**src/dhi_pkg.sv**
```systemverilog
// Purpose: Constants shared by the deserializer hub interrupt logic
// Assumes: Byte-wide register space, two receive ports
// Notes:   Offsets are byte addresses of the register port
package dhi_pkg;
  localparam int unsigned NUM_PORTS = 2;
  localparam int unsigned NUM_FWD   = 4;
  localparam int unsigned NUM_PINS  = 8;

  // Register offsets
  localparam logic [7:0] ADDR_PIN_CTL_BASE  = 8'h10;
  localparam logic [7:0] ADDR_MAIN_CTL      = 8'h23;
  localparam logic [7:0] ADDR_MAIN_FLAGS    = 8'h24;
  localparam logic [7:0] ADDR_TX_ENABLE     = 8'h36;
  localparam logic [7:0] ADDR_TX_FLAGS      = 8'h37;
  localparam logic [7:0] ADDR_PORT_SEL      = 8'h4c;
  localparam logic [7:0] ADDR_RX_STS_FIRST  = 8'h4d;
  localparam logic [7:0] ADDR_RX_STS_SECOND = 8'h4e;
  localparam logic [7:0] ADDR_FWD_CTL       = 8'h6e;
  localparam logic [7:0] ADDR_FWD_FLAGS     = 8'h6f;
  localparam logic [7:0] ADDR_VIDEO_RX_STS  = 8'h7a;
  localparam logic [7:0] ADDR_RX_EN_UPPER   = 8'hd8;
  localparam logic [7:0] ADDR_RX_EN_LOWER   = 8'hd9;
  localparam logic [7:0] ADDR_RX_FL_UPPER   = 8'hda;
  localparam logic [7:0] ADDR_RX_FL_LOWER   = 8'hdb;
  localparam logic [7:0] ADDR_SENSOR_BASE   = 8'he0;
  localparam logic [7:0] ADDR_SEN_RISE_MASK = 8'he4;
  localparam logic [7:0] ADDR_SEN_FALL_MASK = 8'he5;
  localparam logic [7:0] ADDR_SEN_RISE_FL   = 8'he6;
  localparam logic [7:0] ADDR_SEN_FALL_FL   = 8'he7;

  // Field positions
  localparam int unsigned MAIN_GATE_BIT   = 7;
  localparam int unsigned MAIN_TX_BIT     = 4;
  localparam int unsigned PSEL_RD_BIT     = 4;
  localparam int unsigned PIN_SEL_LSB     = 5;
  localparam int unsigned PIN_VAL_BIT     = 1;
  localparam int unsigned PIN_OE_BIT      = 0;
  localparam int unsigned OPEN_DRAIN_PIN  = 3;

  // Pin output source select values
  localparam logic [2:0] PIN_SRC_REG = 3'h0;
  localparam logic [2:0] PIN_SRC_IRQ = 3'h1;

  // Values after reset
  localparam logic [7:0] RST_ZERO     = 8'h00;
  localparam logic [7:0] RST_PORT_SEL = 8'h01;
endpackage : dhi_pkg

```
**src/dhi_interrupt_logic.sv**
```systemverilog
// Purpose: Interrupt aggregation of a two-port serial-video deserializer hub
// Assumes: Sources are core_clk logic except forward-channel pins; reads clear flags
// Notes:
`timescale 1ns/1ps
module dhi_interrupt_logic (
  // Clock and reset
  input  wire logic                                         core_clk,
  input  wire logic                                         arst_n,
  // Register port
  input  wire logic [7:0]                                   regAddr,
  input  wire logic                                         regWrEn,
  input  wire logic [7:0]                                   regWrData,
  input  wire logic                                         regRdEn,
  output logic      [7:0]                                   regRdData,
  // Receive port sources
  input  wire logic [dhi_pkg::NUM_PORTS-1:0]                rxLock,
  input  wire logic [dhi_pkg::NUM_PORTS-1:0]                rxPass,
  input  wire logic [dhi_pkg::NUM_PORTS-1:0]                rxBccCrcErr,
  input  wire logic [dhi_pkg::NUM_PORTS-1:0]                rxBccSeqErr,
  input  wire logic [dhi_pkg::NUM_PORTS-1:0]                rxParityErr,
  input  wire logic [dhi_pkg::NUM_PORTS-1:0]                rxEncodeErr,
  input  wire logic [dhi_pkg::NUM_PORTS-1:0]                rxBufferErr,
  input  wire logic [dhi_pkg::NUM_PORTS-1:0]                rxLineLenChg,
  input  wire logic [dhi_pkg::NUM_PORTS-1:0]                rxLineCntChg,
  input  wire logic [dhi_pkg::NUM_PORTS-1:0][3:0]           rxCsiErr,
  input  wire logic [dhi_pkg::NUM_PORTS-1:0][31:0]          rxSensorStatus,
  input  wire logic [dhi_pkg::NUM_PORTS-1:0][dhi_pkg::NUM_FWD-1:0] rxFwdPin,
  // Transmit port sources
  input  wire logic                                         txPass,
  input  wire logic                                         txSync,
  input  wire logic                                         txPassDeassert,
  input  wire logic                                         txSyncLoss,
  // Interrupt and general pins
  output logic                                              irqOut_n,
  output logic      [dhi_pkg::NUM_PINS-1:0]                 pinOut,
  output logic      [dhi_pkg::NUM_PINS-1:0]                 pinOe_n
);
  import dhi_pkg::*;

  function automatic logic [7:0] stick(input logic [7:0] old, input logic [7:0] set, input logic clr);
    stick = (old & ~{8{clr}}) | set;
  endfunction : stick

  function automatic logic hit(input logic [7:0] a, input logic [7:0] want);
    hit = (a == want);
  endfunction : hit

  localparam int unsigned NP = NUM_PORTS;

  // Global registers
  logic [7:0] mainCtl_r;
  logic [7:0] portSel_r;
  logic [7:0] txEnable_r;
  logic [7:0] txFlags_r;
  logic [7:0] pinCtl_r [NUM_PINS];
  logic       txPassD_r;
  logic       txSyncD_r;
  logic       irqOut_n_r;
  logic [7:0] rdData_r;

  // Per-port registers
  logic [7:0] enUpper_r  [NP];
  logic [7:0] enLower_r  [NP];
  logic [7:0] fwdCtl_r   [NP];
  logic [7:0] fwdFlags_r [NP];
  logic [7:0] senRiseM_r [NP];
  logic [7:0] senFallM_r [NP];
  logic [7:0] senRiseF_r [NP];
  logic [7:0] senFallF_r [NP];
  logic [7:0] senPrev_r  [NP];
  logic [7:0] sts1Fl_r   [NP];
  logic [7:0] sts2Fl_r   [NP];
  logic [7:0] videoFl_r  [NP];
  logic       lockD_r    [NP];
  logic       passD_r    [NP];
  logic [NUM_FWD-1:0] fwdS1_r  [NP];
  logic [NUM_FWD-1:0] fwdS2_r  [NP];
  logic [NUM_FWD-1:0] fwdS3_r  [NP];
  logic [NUM_FWD-1:0] fwdVal_r [NP];

  // Decode of the register port
  wire        rdPort      = portSel_r[PSEL_RD_BIT];
  wire        rdSts1      = regRdEn && hit(regAddr, ADDR_RX_STS_FIRST);
  wire        rdSts2      = regRdEn && hit(regAddr, ADDR_RX_STS_SECOND);
  wire        rdVideo     = regRdEn && hit(regAddr, ADDR_VIDEO_RX_STS);
  wire        rdFwd       = regRdEn && hit(regAddr, ADDR_FWD_FLAGS);
  wire        rdSenRise   = regRdEn && hit(regAddr, ADDR_SEN_RISE_FL);
  wire        rdSenFall   = regRdEn && hit(regAddr, ADDR_SEN_FALL_FL);
  wire        rdTx        = regRdEn && hit(regAddr, ADDR_TX_FLAGS);
  wire        wrPinArea   = regAddr[7:3] == ADDR_PIN_CTL_BASE[7:3];
  wire        wrSensorArea = regAddr[7:2] == ADDR_SENSOR_BASE[7:2];

  // Per-port derived values
  logic [7:0] sts1Val    [NP];
  logic [7:0] sts2Val    [NP];
  logic [7:0] flUpper    [NP];
  logic [7:0] flLower    [NP];
  logic [7:0] senByte0   [NP];
  logic [7:0] senRiseSet [NP];
  logic [7:0] senFallSet [NP];
  logic [7:0] fwdSet     [NP];
  logic [7:0] sts1Set    [NP];
  logic [7:0] sts2Set    [NP];
  logic [NP-1:0] portPending;
  logic [NP-1:0] clrSts1;
  logic [NP-1:0] clrSts2;
  logic [NP-1:0] clrVideo;
  logic [NP-1:0] clrFwd;
  logic [NP-1:0] clrSenRise;
  logic [NP-1:0] clrSenFall;

  always_comb begin
    for (int p = 0; p < NP; p++) begin
      clrSts1[p]    = rdSts1 && (rdPort == p[0]);
      clrSts2[p]    = rdSts2 && (rdPort == p[0]);
      clrVideo[p]   = (rdVideo || rdSts2) && (rdPort == p[0]);
      clrFwd[p]     = rdFwd && (rdPort == p[0]);
      clrSenRise[p] = rdSenRise && (rdPort == p[0]);
      clrSenFall[p] = rdSenFall && (rdPort == p[0]);
      senByte0[p]   = rxSensorStatus[p][7:0];
      senRiseSet[p] = senByte0[p] & ~senPrev_r[p] & senRiseM_r[p];
      senFallSet[p] = ~senByte0[p] & senPrev_r[p] & senFallM_r[p];
      fwdSet[p]     = {fwdVal_r[p] & ~fwdS2_r[p] & ~fwdS3_r[p] & fwdCtl_r[p][7:4],
                       ~fwdVal_r[p] & fwdS2_r[p] & fwdS3_r[p] & fwdCtl_r[p][3:0]};
      // Sticky bits: 5 crc, 4 lock change, 3 seq, 2 parity, 6 pass change
      sts1Set[p]    = {1'b0, (rxPass[p] != passD_r[p]), rxBccCrcErr[p], (rxLock[p] != lockD_r[p]),
                       rxBccSeqErr[p], rxParityErr[p], 2'b00};
      sts2Set[p]    = {1'b0, rxLineLenChg[p], rxEncodeErr[p], rxBufferErr[p], 3'b000, rxLineCntChg[p]};
      sts1Val[p]    = {1'b0, p[0], sts1Fl_r[p][5:2], rxPass[p], rxLock[p]};
      sts2Val[p]    = {1'b0, sts2Fl_r[p][6:4], |videoFl_r[p], 2'b00, sts2Fl_r[p][0]};
      flUpper[p]    = {3'b000, |fwdFlags_r[p], |(senRiseF_r[p] | senFallF_r[p]),
                       sts2Fl_r[p][5], sts1Fl_r[p][3], sts1Fl_r[p][5]};
      flLower[p]    = {1'b0, sts2Fl_r[p][6], sts2Fl_r[p][0], sts2Fl_r[p][4], |videoFl_r[p],
                       sts1Fl_r[p][2], sts1Fl_r[p][6], sts1Fl_r[p][4]};
      portPending[p] = |((flUpper[p] & enUpper_r[p]) | (flLower[p] & enLower_r[p]));
    end
  end

  // Main aggregation
  wire  [7:0] txFlagSet    = {3'b000, |portPending, txSyncLoss, txPassDeassert,
                              txSync & ~txSyncD_r, txPass & ~txPassD_r};
  wire        txPending    = |(txFlags_r & txEnable_r);
  wire  [NP-1:0] rxActive  = portPending & mainCtl_r[NP-1:0];
  wire        txActive     = txPending & mainCtl_r[MAIN_TX_BIT];
  wire        anyActive    = (|rxActive) | txActive;
  wire  [7:0] mainFlags    = {anyActive, 2'b00, txPending, 2'b00, portPending};
  wire        irqAsserted  = anyActive & mainCtl_r[MAIN_GATE_BIT];

  // Read data selection
  logic [7:0] rdMux;
  always_comb begin
    rdMux = RST_ZERO;
    if (wrPinArea) begin
      rdMux = pinCtl_r[regAddr[2:0]];
    end else if (wrSensorArea) begin
      rdMux = rxSensorStatus[rdPort][8*regAddr[1:0] +: 8];
    end else begin
      case (regAddr)
        ADDR_MAIN_CTL:      rdMux = mainCtl_r;
        ADDR_MAIN_FLAGS:    rdMux = mainFlags;
        ADDR_TX_ENABLE:     rdMux = txEnable_r;
        ADDR_TX_FLAGS:      rdMux = txFlags_r;
        ADDR_PORT_SEL:      rdMux = portSel_r;
        ADDR_RX_STS_FIRST:  rdMux = sts1Val[rdPort];
        ADDR_RX_STS_SECOND: rdMux = sts2Val[rdPort];
        ADDR_VIDEO_RX_STS:  rdMux = videoFl_r[rdPort];
        ADDR_FWD_CTL:       rdMux = fwdCtl_r[rdPort];
        ADDR_FWD_FLAGS:     rdMux = fwdFlags_r[rdPort];
        ADDR_RX_EN_UPPER:   rdMux = enUpper_r[rdPort];
        ADDR_RX_EN_LOWER:   rdMux = enLower_r[rdPort];
        ADDR_RX_FL_UPPER:   rdMux = flUpper[rdPort];
        ADDR_RX_FL_LOWER:   rdMux = flLower[rdPort];
        ADDR_SEN_RISE_MASK: rdMux = senRiseM_r[rdPort];
        ADDR_SEN_FALL_MASK: rdMux = senFallM_r[rdPort];
        ADDR_SEN_RISE_FL:   rdMux = senRiseF_r[rdPort];
        ADDR_SEN_FALL_FL:   rdMux = senFallF_r[rdPort];
        default:            rdMux = RST_ZERO;
      endcase
    end
  end

  // Global control and status registers
  always_ff @(posedge core_clk or negedge arst_n) begin
    if (!arst_n) begin
      mainCtl_r  <= RST_ZERO;
      portSel_r  <= RST_PORT_SEL;
      txEnable_r <= RST_ZERO;
      txFlags_r  <= RST_ZERO;
      txPassD_r  <= 1'b0;
      txSyncD_r  <= 1'b0;
      irqOut_n_r <= 1'b1;
      rdData_r   <= RST_ZERO;
    end else begin
      if (regWrEn && hit(regAddr, ADDR_MAIN_CTL)) mainCtl_r <= regWrData;
      if (regWrEn && hit(regAddr, ADDR_PORT_SEL)) portSel_r <= regWrData;
      if (regWrEn && hit(regAddr, ADDR_TX_ENABLE)) txEnable_r <= regWrData;
      txFlags_r  <= stick(txFlags_r, txFlagSet, rdTx);
      txPassD_r  <= txPass;
      txSyncD_r  <= txSync;
      irqOut_n_r <= ~irqAsserted;
      if (regRdEn) rdData_r <= rdMux;
    end
  end

  // Pin control registers
  always_ff @(posedge core_clk or negedge arst_n) begin
    if (!arst_n) begin
      for (int i = 0; i < NUM_PINS; i++) pinCtl_r[i] <= RST_ZERO;
    end else if (regWrEn && wrPinArea) begin
      pinCtl_r[regAddr[2:0]] <= regWrData;
    end
  end

  // Per-port registers written through the port select mask
  always_ff @(posedge core_clk or negedge arst_n) begin
    if (!arst_n) begin
      for (int p = 0; p < NP; p++) begin
        enUpper_r[p]  <= RST_ZERO;
        enLower_r[p]  <= RST_ZERO;
        fwdCtl_r[p]   <= RST_ZERO;
        senRiseM_r[p] <= RST_ZERO;
        senFallM_r[p] <= RST_ZERO;
      end
    end else begin
      for (int p = 0; p < NP; p++) begin
        if (regWrEn && portSel_r[p]) begin
          if (hit(regAddr, ADDR_RX_EN_UPPER)) enUpper_r[p] <= regWrData;
          if (hit(regAddr, ADDR_RX_EN_LOWER)) enLower_r[p] <= regWrData;
          if (hit(regAddr, ADDR_FWD_CTL)) fwdCtl_r[p] <= regWrData;
          if (hit(regAddr, ADDR_SEN_RISE_MASK)) senRiseM_r[p] <= regWrData;
          if (hit(regAddr, ADDR_SEN_FALL_MASK)) senFallM_r[p] <= regWrData;
        end
      end
    end
  end

  // Per-port sticky flags; a set in the clearing cycle wins
  always_ff @(posedge core_clk or negedge arst_n) begin
    if (!arst_n) begin
      for (int p = 0; p < NP; p++) begin
        sts1Fl_r[p]   <= RST_ZERO;
        sts2Fl_r[p]   <= RST_ZERO;
        videoFl_r[p]  <= RST_ZERO;
        fwdFlags_r[p] <= RST_ZERO;
        senRiseF_r[p] <= RST_ZERO;
        senFallF_r[p] <= RST_ZERO;
        senPrev_r[p]  <= RST_ZERO;
        lockD_r[p]    <= 1'b0;
        passD_r[p]    <= 1'b0;
      end
    end else begin
      for (int p = 0; p < NP; p++) begin
        sts1Fl_r[p]   <= stick(sts1Fl_r[p], sts1Set[p], clrSts1[p]);
        sts2Fl_r[p]   <= stick(sts2Fl_r[p], sts2Set[p], clrSts2[p]);
        videoFl_r[p]  <= stick(videoFl_r[p], {4'h0, rxCsiErr[p]}, clrVideo[p]);
        fwdFlags_r[p] <= stick(fwdFlags_r[p], fwdSet[p], clrFwd[p]);
        // Masked-out flags are forced to zero
        senRiseF_r[p] <= stick(senRiseF_r[p], senRiseSet[p], clrSenRise[p]) & senRiseM_r[p];
        senFallF_r[p] <= stick(senFallF_r[p], senFallSet[p], clrSenFall[p]) & senFallM_r[p];
        senPrev_r[p]  <= senByte0[p];
        lockD_r[p]    <= rxLock[p];
        passD_r[p]    <= rxPass[p];
      end
    end
  end

  // Forward pins arrive from the link: three stages, change accepted when stages two and three agree
  always_ff @(posedge core_clk or negedge arst_n) begin
    if (!arst_n) begin
      for (int p = 0; p < NP; p++) begin
        fwdS1_r[p]  <= '0;
        fwdS2_r[p]  <= '0;
        fwdS3_r[p]  <= '0;
        fwdVal_r[p] <= '0;
      end
    end else begin
      for (int p = 0; p < NP; p++) begin
        fwdS1_r[p] <= rxFwdPin[p];
        fwdS2_r[p] <= fwdS1_r[p];
        fwdS3_r[p] <= fwdS2_r[p];
        for (int b = 0; b < NUM_FWD; b++) begin
          if (fwdS2_r[p][b] == fwdS3_r[p][b]) fwdVal_r[p][b] <= fwdS3_r[p][b];
        end
      end
    end
  end

  // General pins: register value or routed interrupt; open-drain pin only drives low
  logic [NUM_PINS-1:0] pinLevel;
  logic [NUM_PINS-1:0] pinDrive;
  always_comb begin
    for (int i = 0; i < NUM_PINS; i++) begin
      pinLevel[i] = (pinCtl_r[i][PIN_SEL_LSB +: 3] == PIN_SRC_IRQ) ? irqOut_n_r
                                                                   : pinCtl_r[i][PIN_VAL_BIT];
      pinDrive[i] = pinCtl_r[i][PIN_OE_BIT];
      if (i == OPEN_DRAIN_PIN) begin
        pinDrive[i] = pinCtl_r[i][PIN_OE_BIT] & ~pinLevel[i];
      end
    end
  end

  assign pinOut    = pinLevel;
  assign pinOe_n   = ~pinDrive;
  assign irqOut_n  = irqOut_n_r;
  assign regRdData = rdData_r;
endmodule : dhi_interrupt_logic

```
**config.mk**
```make
export PLATFORM = sky130hd
export DESIGN_NAME = dhi_interrupt_logic
export DESIGN_NICKNAME = d
export VERILOG_FILES = /design/src/dhi_pkg.sv /design/src/dhi_interrupt_logic.sv
export SDC_FILE = /design/constraint.sdc
export NUM_CORES = 1
export LEC_CHECK = 0
export BUFFER_PORTS_ARGS = -buffer_cell sky130_fd_sc_hd__buf_2
export CAP_MARGIN = 20
export CORE_MARGIN = 2
export CORE_UTILIZATION = 59
export DETAILED_ROUTE_END_ITERATION = 16
export PLACE_DENSITY = 0.82
export SYNTH_ARGS = -nofsm -noshare
export SYNTH_HDL_FRONTEND = slang
export SYNTH_SLANG_ARGS = --single-unit
```
**constraint.sdc**
```tcl
create_clock -name core_clk -period 3.1 [get_ports core_clk]
set_input_delay 0.155 -clock core_clk [delete_from_list [all_inputs] [get_ports core_clk]]
set_output_delay 0.155 -clock core_clk [all_outputs]
set_load 0.005 [all_outputs]
```
Word level (Yosys, flattened, before mapping)
Index checks and enable logic that the tools add are counted.

Output and inout bits: 25. Register bits: 335. Word-level logic and storage cells: 306. Bits of input ports: 122.

Shift-type cells: 1. Bitwise logic cells: 97. Reductions and logical operators: 48. Equal/unequal tests: 40. $lt $le $gt $ge: 4. Mux-type cells: 58.

Operators with widths (count): $mux W8 (40); $and A8 B8 Y8 (26); $not A8 Y8 (18); $pmux W8 S18 (1); $or A8 B8 Y8 (10); $reduce_or A8 Y1 (9); $bwmux W64 (1); $eq A8 B8 Y1 const B (8); $mux W32 (2); $and A4 B4 Y4 (12); $eq A8 B7 Y1 const B (6); $eq A8 B6 Y1 const B (4); $or A8 B7 Y8 (4); $shiftx A32 B6 Y8 (1); $logic_and A1 B1 Y1 (26); $bmux W8 S3 (1); $demux W8 S3 (1); $eq A3 B1 Y1 const B (8); $not A4 Y4 (6); $mux W7 (3); $reduce_and A2 Y1 (10); $and A5 B8 Y8 (2); $and A7 B8 Y8 (2); $or A8 B4 Y8 (2); 20 further kinds (45).

Logic depth before layout (Yosys ltp)
Word-level depth: 11. Depth in mapped cells: 9. Gate-level depth less buffers: 6.

Worst setup path before layout
Ideal clock, no wire load.

Path type: register to register. Start point: register portSel_r[4]. End point: register rdData_r[3], in the netlist regRdData[3]. Library setup time: 0.126 ns. Cell stages (with the launch flop): 8. Arrival: 2.081 ns. Buffers on the path: 3. Clock period less this slack: 2.207 ns. Slack: 0.893 ns. Data required time: 2.974 ns. Cells stage by stage: dfrtp_1 -> buf_2 -> buf_2 -> buf_2 -> mux2_2 -> a221oi_1 -> o2111ai_1 -> o32a_1.

Word-level cells in the longest chain between the ends: 7. Elaborated cells between the ends (all ways): 46. Classes of those cells: 1 x shift; 44 x mux; 1 x bitwise.

RTL lines: start, declared (RTL line dhi_interrupt_logic.sv:52) `logic [7:0] portSel_r;`; start signal, assigned (RTL line dhi_interrupt_logic.sv:195) `if (regWrEn && hit(regAddr, ADDR_PORT_SEL)) portSel_r <= regWrData;`; branches (longest 5 deep; another with $mux W32); $mux W8 (*) (RTL line dhi_interrupt_logic.sv:155) `end else if (wrSensorArea) begin`; $mux W8 (*) (RTL line dhi_interrupt_logic.sv:153) `if (wrPinArea) begin`; end signal, assigned (RTL line dhi_interrupt_logic.sv:201) `if (regRdEn) rdData_r <= rdMux;`; end, declared (RTL line dhi_interrupt_logic.sv:59) `logic [7:0] rdData_r;`.

Mark *: on every way between the ends. The select of a mux whose other input is x is not followed. A chain may end at the register's enable or synchronous reset.

Worst setup path in the final report
Start point: register portSel_r[4]. End point: register rdData_r[0], in the netlist regRdData[0].

The elaborated chain is that of the path after synthesis.

==> metrics.md <==
| Metric | Value |
|---|---|
| Outcome | `finished, final reports clean` |
| Die height | `163.5 µm` |
| Routed wire length | `45.88 mm` |
| CP max FO | `30` |
| Slew @ Worst Pin | `0.7683 ns` |
| Commonest cells post-synth | `319 x dfrtp_1, 147 x mux2_2, 76 x nand2_1` |
| Worst R2R Setup Slack | `0.09 ns` |
| Top cells by area, synth | `dfrtp_1 53%, mux2_2 11%, mux4_2 4.8%` |
| Final setup vio count | `0` |
| Yosys cell types | `71` |
| Max FFs per register | `64` |
| Gr ovfl total | `0` |
| GP Congestion | `0.9805` |
| Post-synth EDFFs | `0` |
| Die W | `163.5 µm` |
| GRT Util Overall | `34.99%` |
| Core area | `25110 µm²` |
| Effective utilization at floorplan | `59.75%` |
| Final hold violation count | `0` |
| Register area share after synthesis | `53.56%` |
| CTS buffer count | `34` |
| Layout area overhead | `18.65%` |
| Io pins | `147` |
| Startpoint types | `register` |
| Synth warnings | `0` |
| Max_cap viols | `0` |
| Number of setup buffers added after CTS | `0` |
| Fmax | `0.3318 GHz` |
| Die area | `26720 µm²` |
| Clock tree buffer depth | `3` |
| Drc violations | `0` |
| Worst EP arrival | `3.37 ns` |
| Dpl hpwl | `31.71 mm` |
| Placed Cells | `1616` |
| CP max stage cell | `dfrtp_4` |
| Most flops, register | `pinCtl_r` |
| Synthesized area per cell | `12.85 µm²` |
| Clk_skew | `0.01479 ns` |
| PD cells | `514.6 nW/µm²` |
| First-pass GRT wire length | `69.59 mm` |
| Worst min-delay path class | `in -> reg` |
| Pre-CTS setup slack | `0.2938 ns` |
| Setup ws final | `0.08570 ns` |
| Final non-filler cell total | `1733` |
| Clock latency on the worst-skew pair | `0.51 ns` |
| Worst EP required | `3.46 ns` |
| Unrepaired setup endpoints after global routing | `false` |
| Buffers on Ports | `146` |
| Footprint of the multi-input gates | `6648 µm²` |
| Slew Limit Fails | `0` |
| Final net count | `1499` |
| Total leakage power | `0.008035 µW` |
| Clock Tree Root | `clkbuf_16` |
| Routed vias | `11383` |
| Syn Nets | `1290` |
| Top FF cell, synth | `dfrtp_1` |
| Yosys reg bits | `321` |
| Routed len/inst | `26.47 µm` |
| Vias in the first global route | `11746` |
| Largest net degree at the start of global routing | `101` |
| Fillers | `1782` |
| Syn Inst Count | `1168` |
| Critical Path End Type | `register` |
| Final period util | `97.24%` |
| Clock H-tree levels | `2` |
| Register area | `8039 µm²` |
| Hold slack | `0.1423 ns` |
| Top-count cell post-synth | `dfrtp_1` |
| Initial antenna violation count | `3` |
| 1st-iter DRT viols | `1357` |
| Critical path type | `reg -> reg` |
| Dominant cell type by area after synthesis | `dfrtp_1` |
| Final min period | `3.014 ns` |
| # clock sinks | `321` |
| Yosys top cell area share | `53.21%` |
| Worst VDD drop | `444.8 µV` |
| Antenna Violating Nets Remaining | `0` |
| Clock transition at the registers of the reported paths | `0.06 ns` |
| CTS tree | `done` |
| Critical-path cell list | `buf_4 -> mux2i_1 -> o221ai_1 -> nor3_1 -> and3_1 -> a41oi_1` |
| Async S/R FF share, synth | `100.0%` |
| Avg Vias per Cell | `6.568` |
| Drt pass-1 iters | `8` |
| Layout cell share with drive strength beyond 1 | `31.03%` |
| Row count | `58` |
| TNS Setup | `0 ns` |
| Crit-path max cell delay | `0.84 ns` |
| Slew margin rel. | `48.39%` |
| Post-Synthesis Cell Area | `15000 µm²` |
==> placed cells by master (no fill, tap or decap), drive strengths merged, types with 3 or more instances in the layout <==
| cell | instances |
|---|---|
| o221ai | 6 |
| nor3 | 6 |
| a21oi | 37 |
| nand4b | 11 |
| a221oi | 10 |
| and2 | 17 |
| mux2 | 183 |
| buf | 174 |
| or3 | 4 |
| clkinv | 6 |
| xnor2 | 4 |
| nand3 | 10 |
| inv | 17 |
| a22oi | 15 |
| and4b | 3 |
| a21o | 24 |
| o21ai | 24 |
| mux2i | 65 |
| nor4 | 15 |
| nand2 | 79 |
| or2 | 5 |
| a31oi | 3 |
| dfrtp | 319 |
| o22ai | 17 |
| a211oi | 3 |
| dlygate4sd3 | 55 |
| a32o | 8 |
| nor3b | 8 |
| clkbuf | 51 |
| mux4 | 32 |
| nor2 | 42 |
| a41oi | 3 |
| a222oi | 13 |
| nor4bb | 3 |
| nand4 | 11 |
| o32a | 4 |
| or4 | 9 |
| maj3 | 8 |
| nor2b | 66 |
| and3 | 3 |
==> path summary, 6_finish.rpt <==
kind / depth (start not counted) / to / from
max: 6 / regRdData[0] / portSel_r[4]
min: 3 / regRdData[5] / regRdEn
max reg2reg: 6 / regRdData[0] / portSel_r[4]
min reg2reg: 0 / fwdS2_r[6] / fwdS1_r[6]
max in group asynchronous: 3 / senPrev_r[10] / arst_n
min in group asynchronous: 2 / flLower[8] / arst_n
==> through the flow <==
stage / instance area, µm² / utilization [%] / power [µW]
after floorplan: 15000 / - / 4800
after detailed placement: 16150 / 64.31 / 5163
final: 17800 / 70.89 / 9160
after global placement: 16150 / 64.31 / 5137
after global routing: 17800 / 70.89 / 9446
after CTS: 17800 / 70.88 / 9186
==> worst max-delay path, delay by kind of cell, from the launching register on <==
family	cells	cell delay [ns]
AOI/OAI and AO/OA	2	0.32
buffers and inverters	1	0.34
DFF	1	0.84
muxes	1	0.62
and+or+nand+nor	2	0.74
==> area by class of cell <==
cell class              count  area share [%]
diodes                      1         0.01406
clock buffers              51           5.707
clock inverters            10          0.4709
inverters                  16          0.3374
multi-input cells         775           37.34
flip-flops and latches    321           45.16
well taps                 330           2.320
repair buffers            229           8.646
==> logic make-up after synthesis <==
kind of cell	Yosys count	share of synthesized area (%)
AO/OA/AOI/OAI	181	8.582
multiplexers	280	23.08
AND/OR/NAND/NOR	302	11.88
buffers and inverters	72	2.135
adder cells (fa/ha/maj)	8	0.5338
flip-flops	321	53.56
XOR/XNOR	4	0.2335
==> where the power goes <==
| part | internal (µW) | switching (µW) | leakage [µW] |
|---|---|---|---|
| registers | 4310 | 110 | 0.00411 |
| clock network | 2350 | 1640 | 0.000541 |
| logic | 341 | 399 | 0.00339 |
| total | 7010 | 2150 | 0.00804 |
==> routing by layer <==
layer	part of all wire, %	global-route usage [%]	wire length [µm]
met1	39	45.89	18100
met2	46	55.62	21210
met3	9.0	8.228	4131
met4	5.3	16.35	2433
met5	0	0	0
==> what timing repair did <==
item,CTS,global route
endpoints found under the hold margin,155,0
resized for setup,0,0
hold buffers,55,0
No activity file was read; power rests on OpenSTA's default activity.
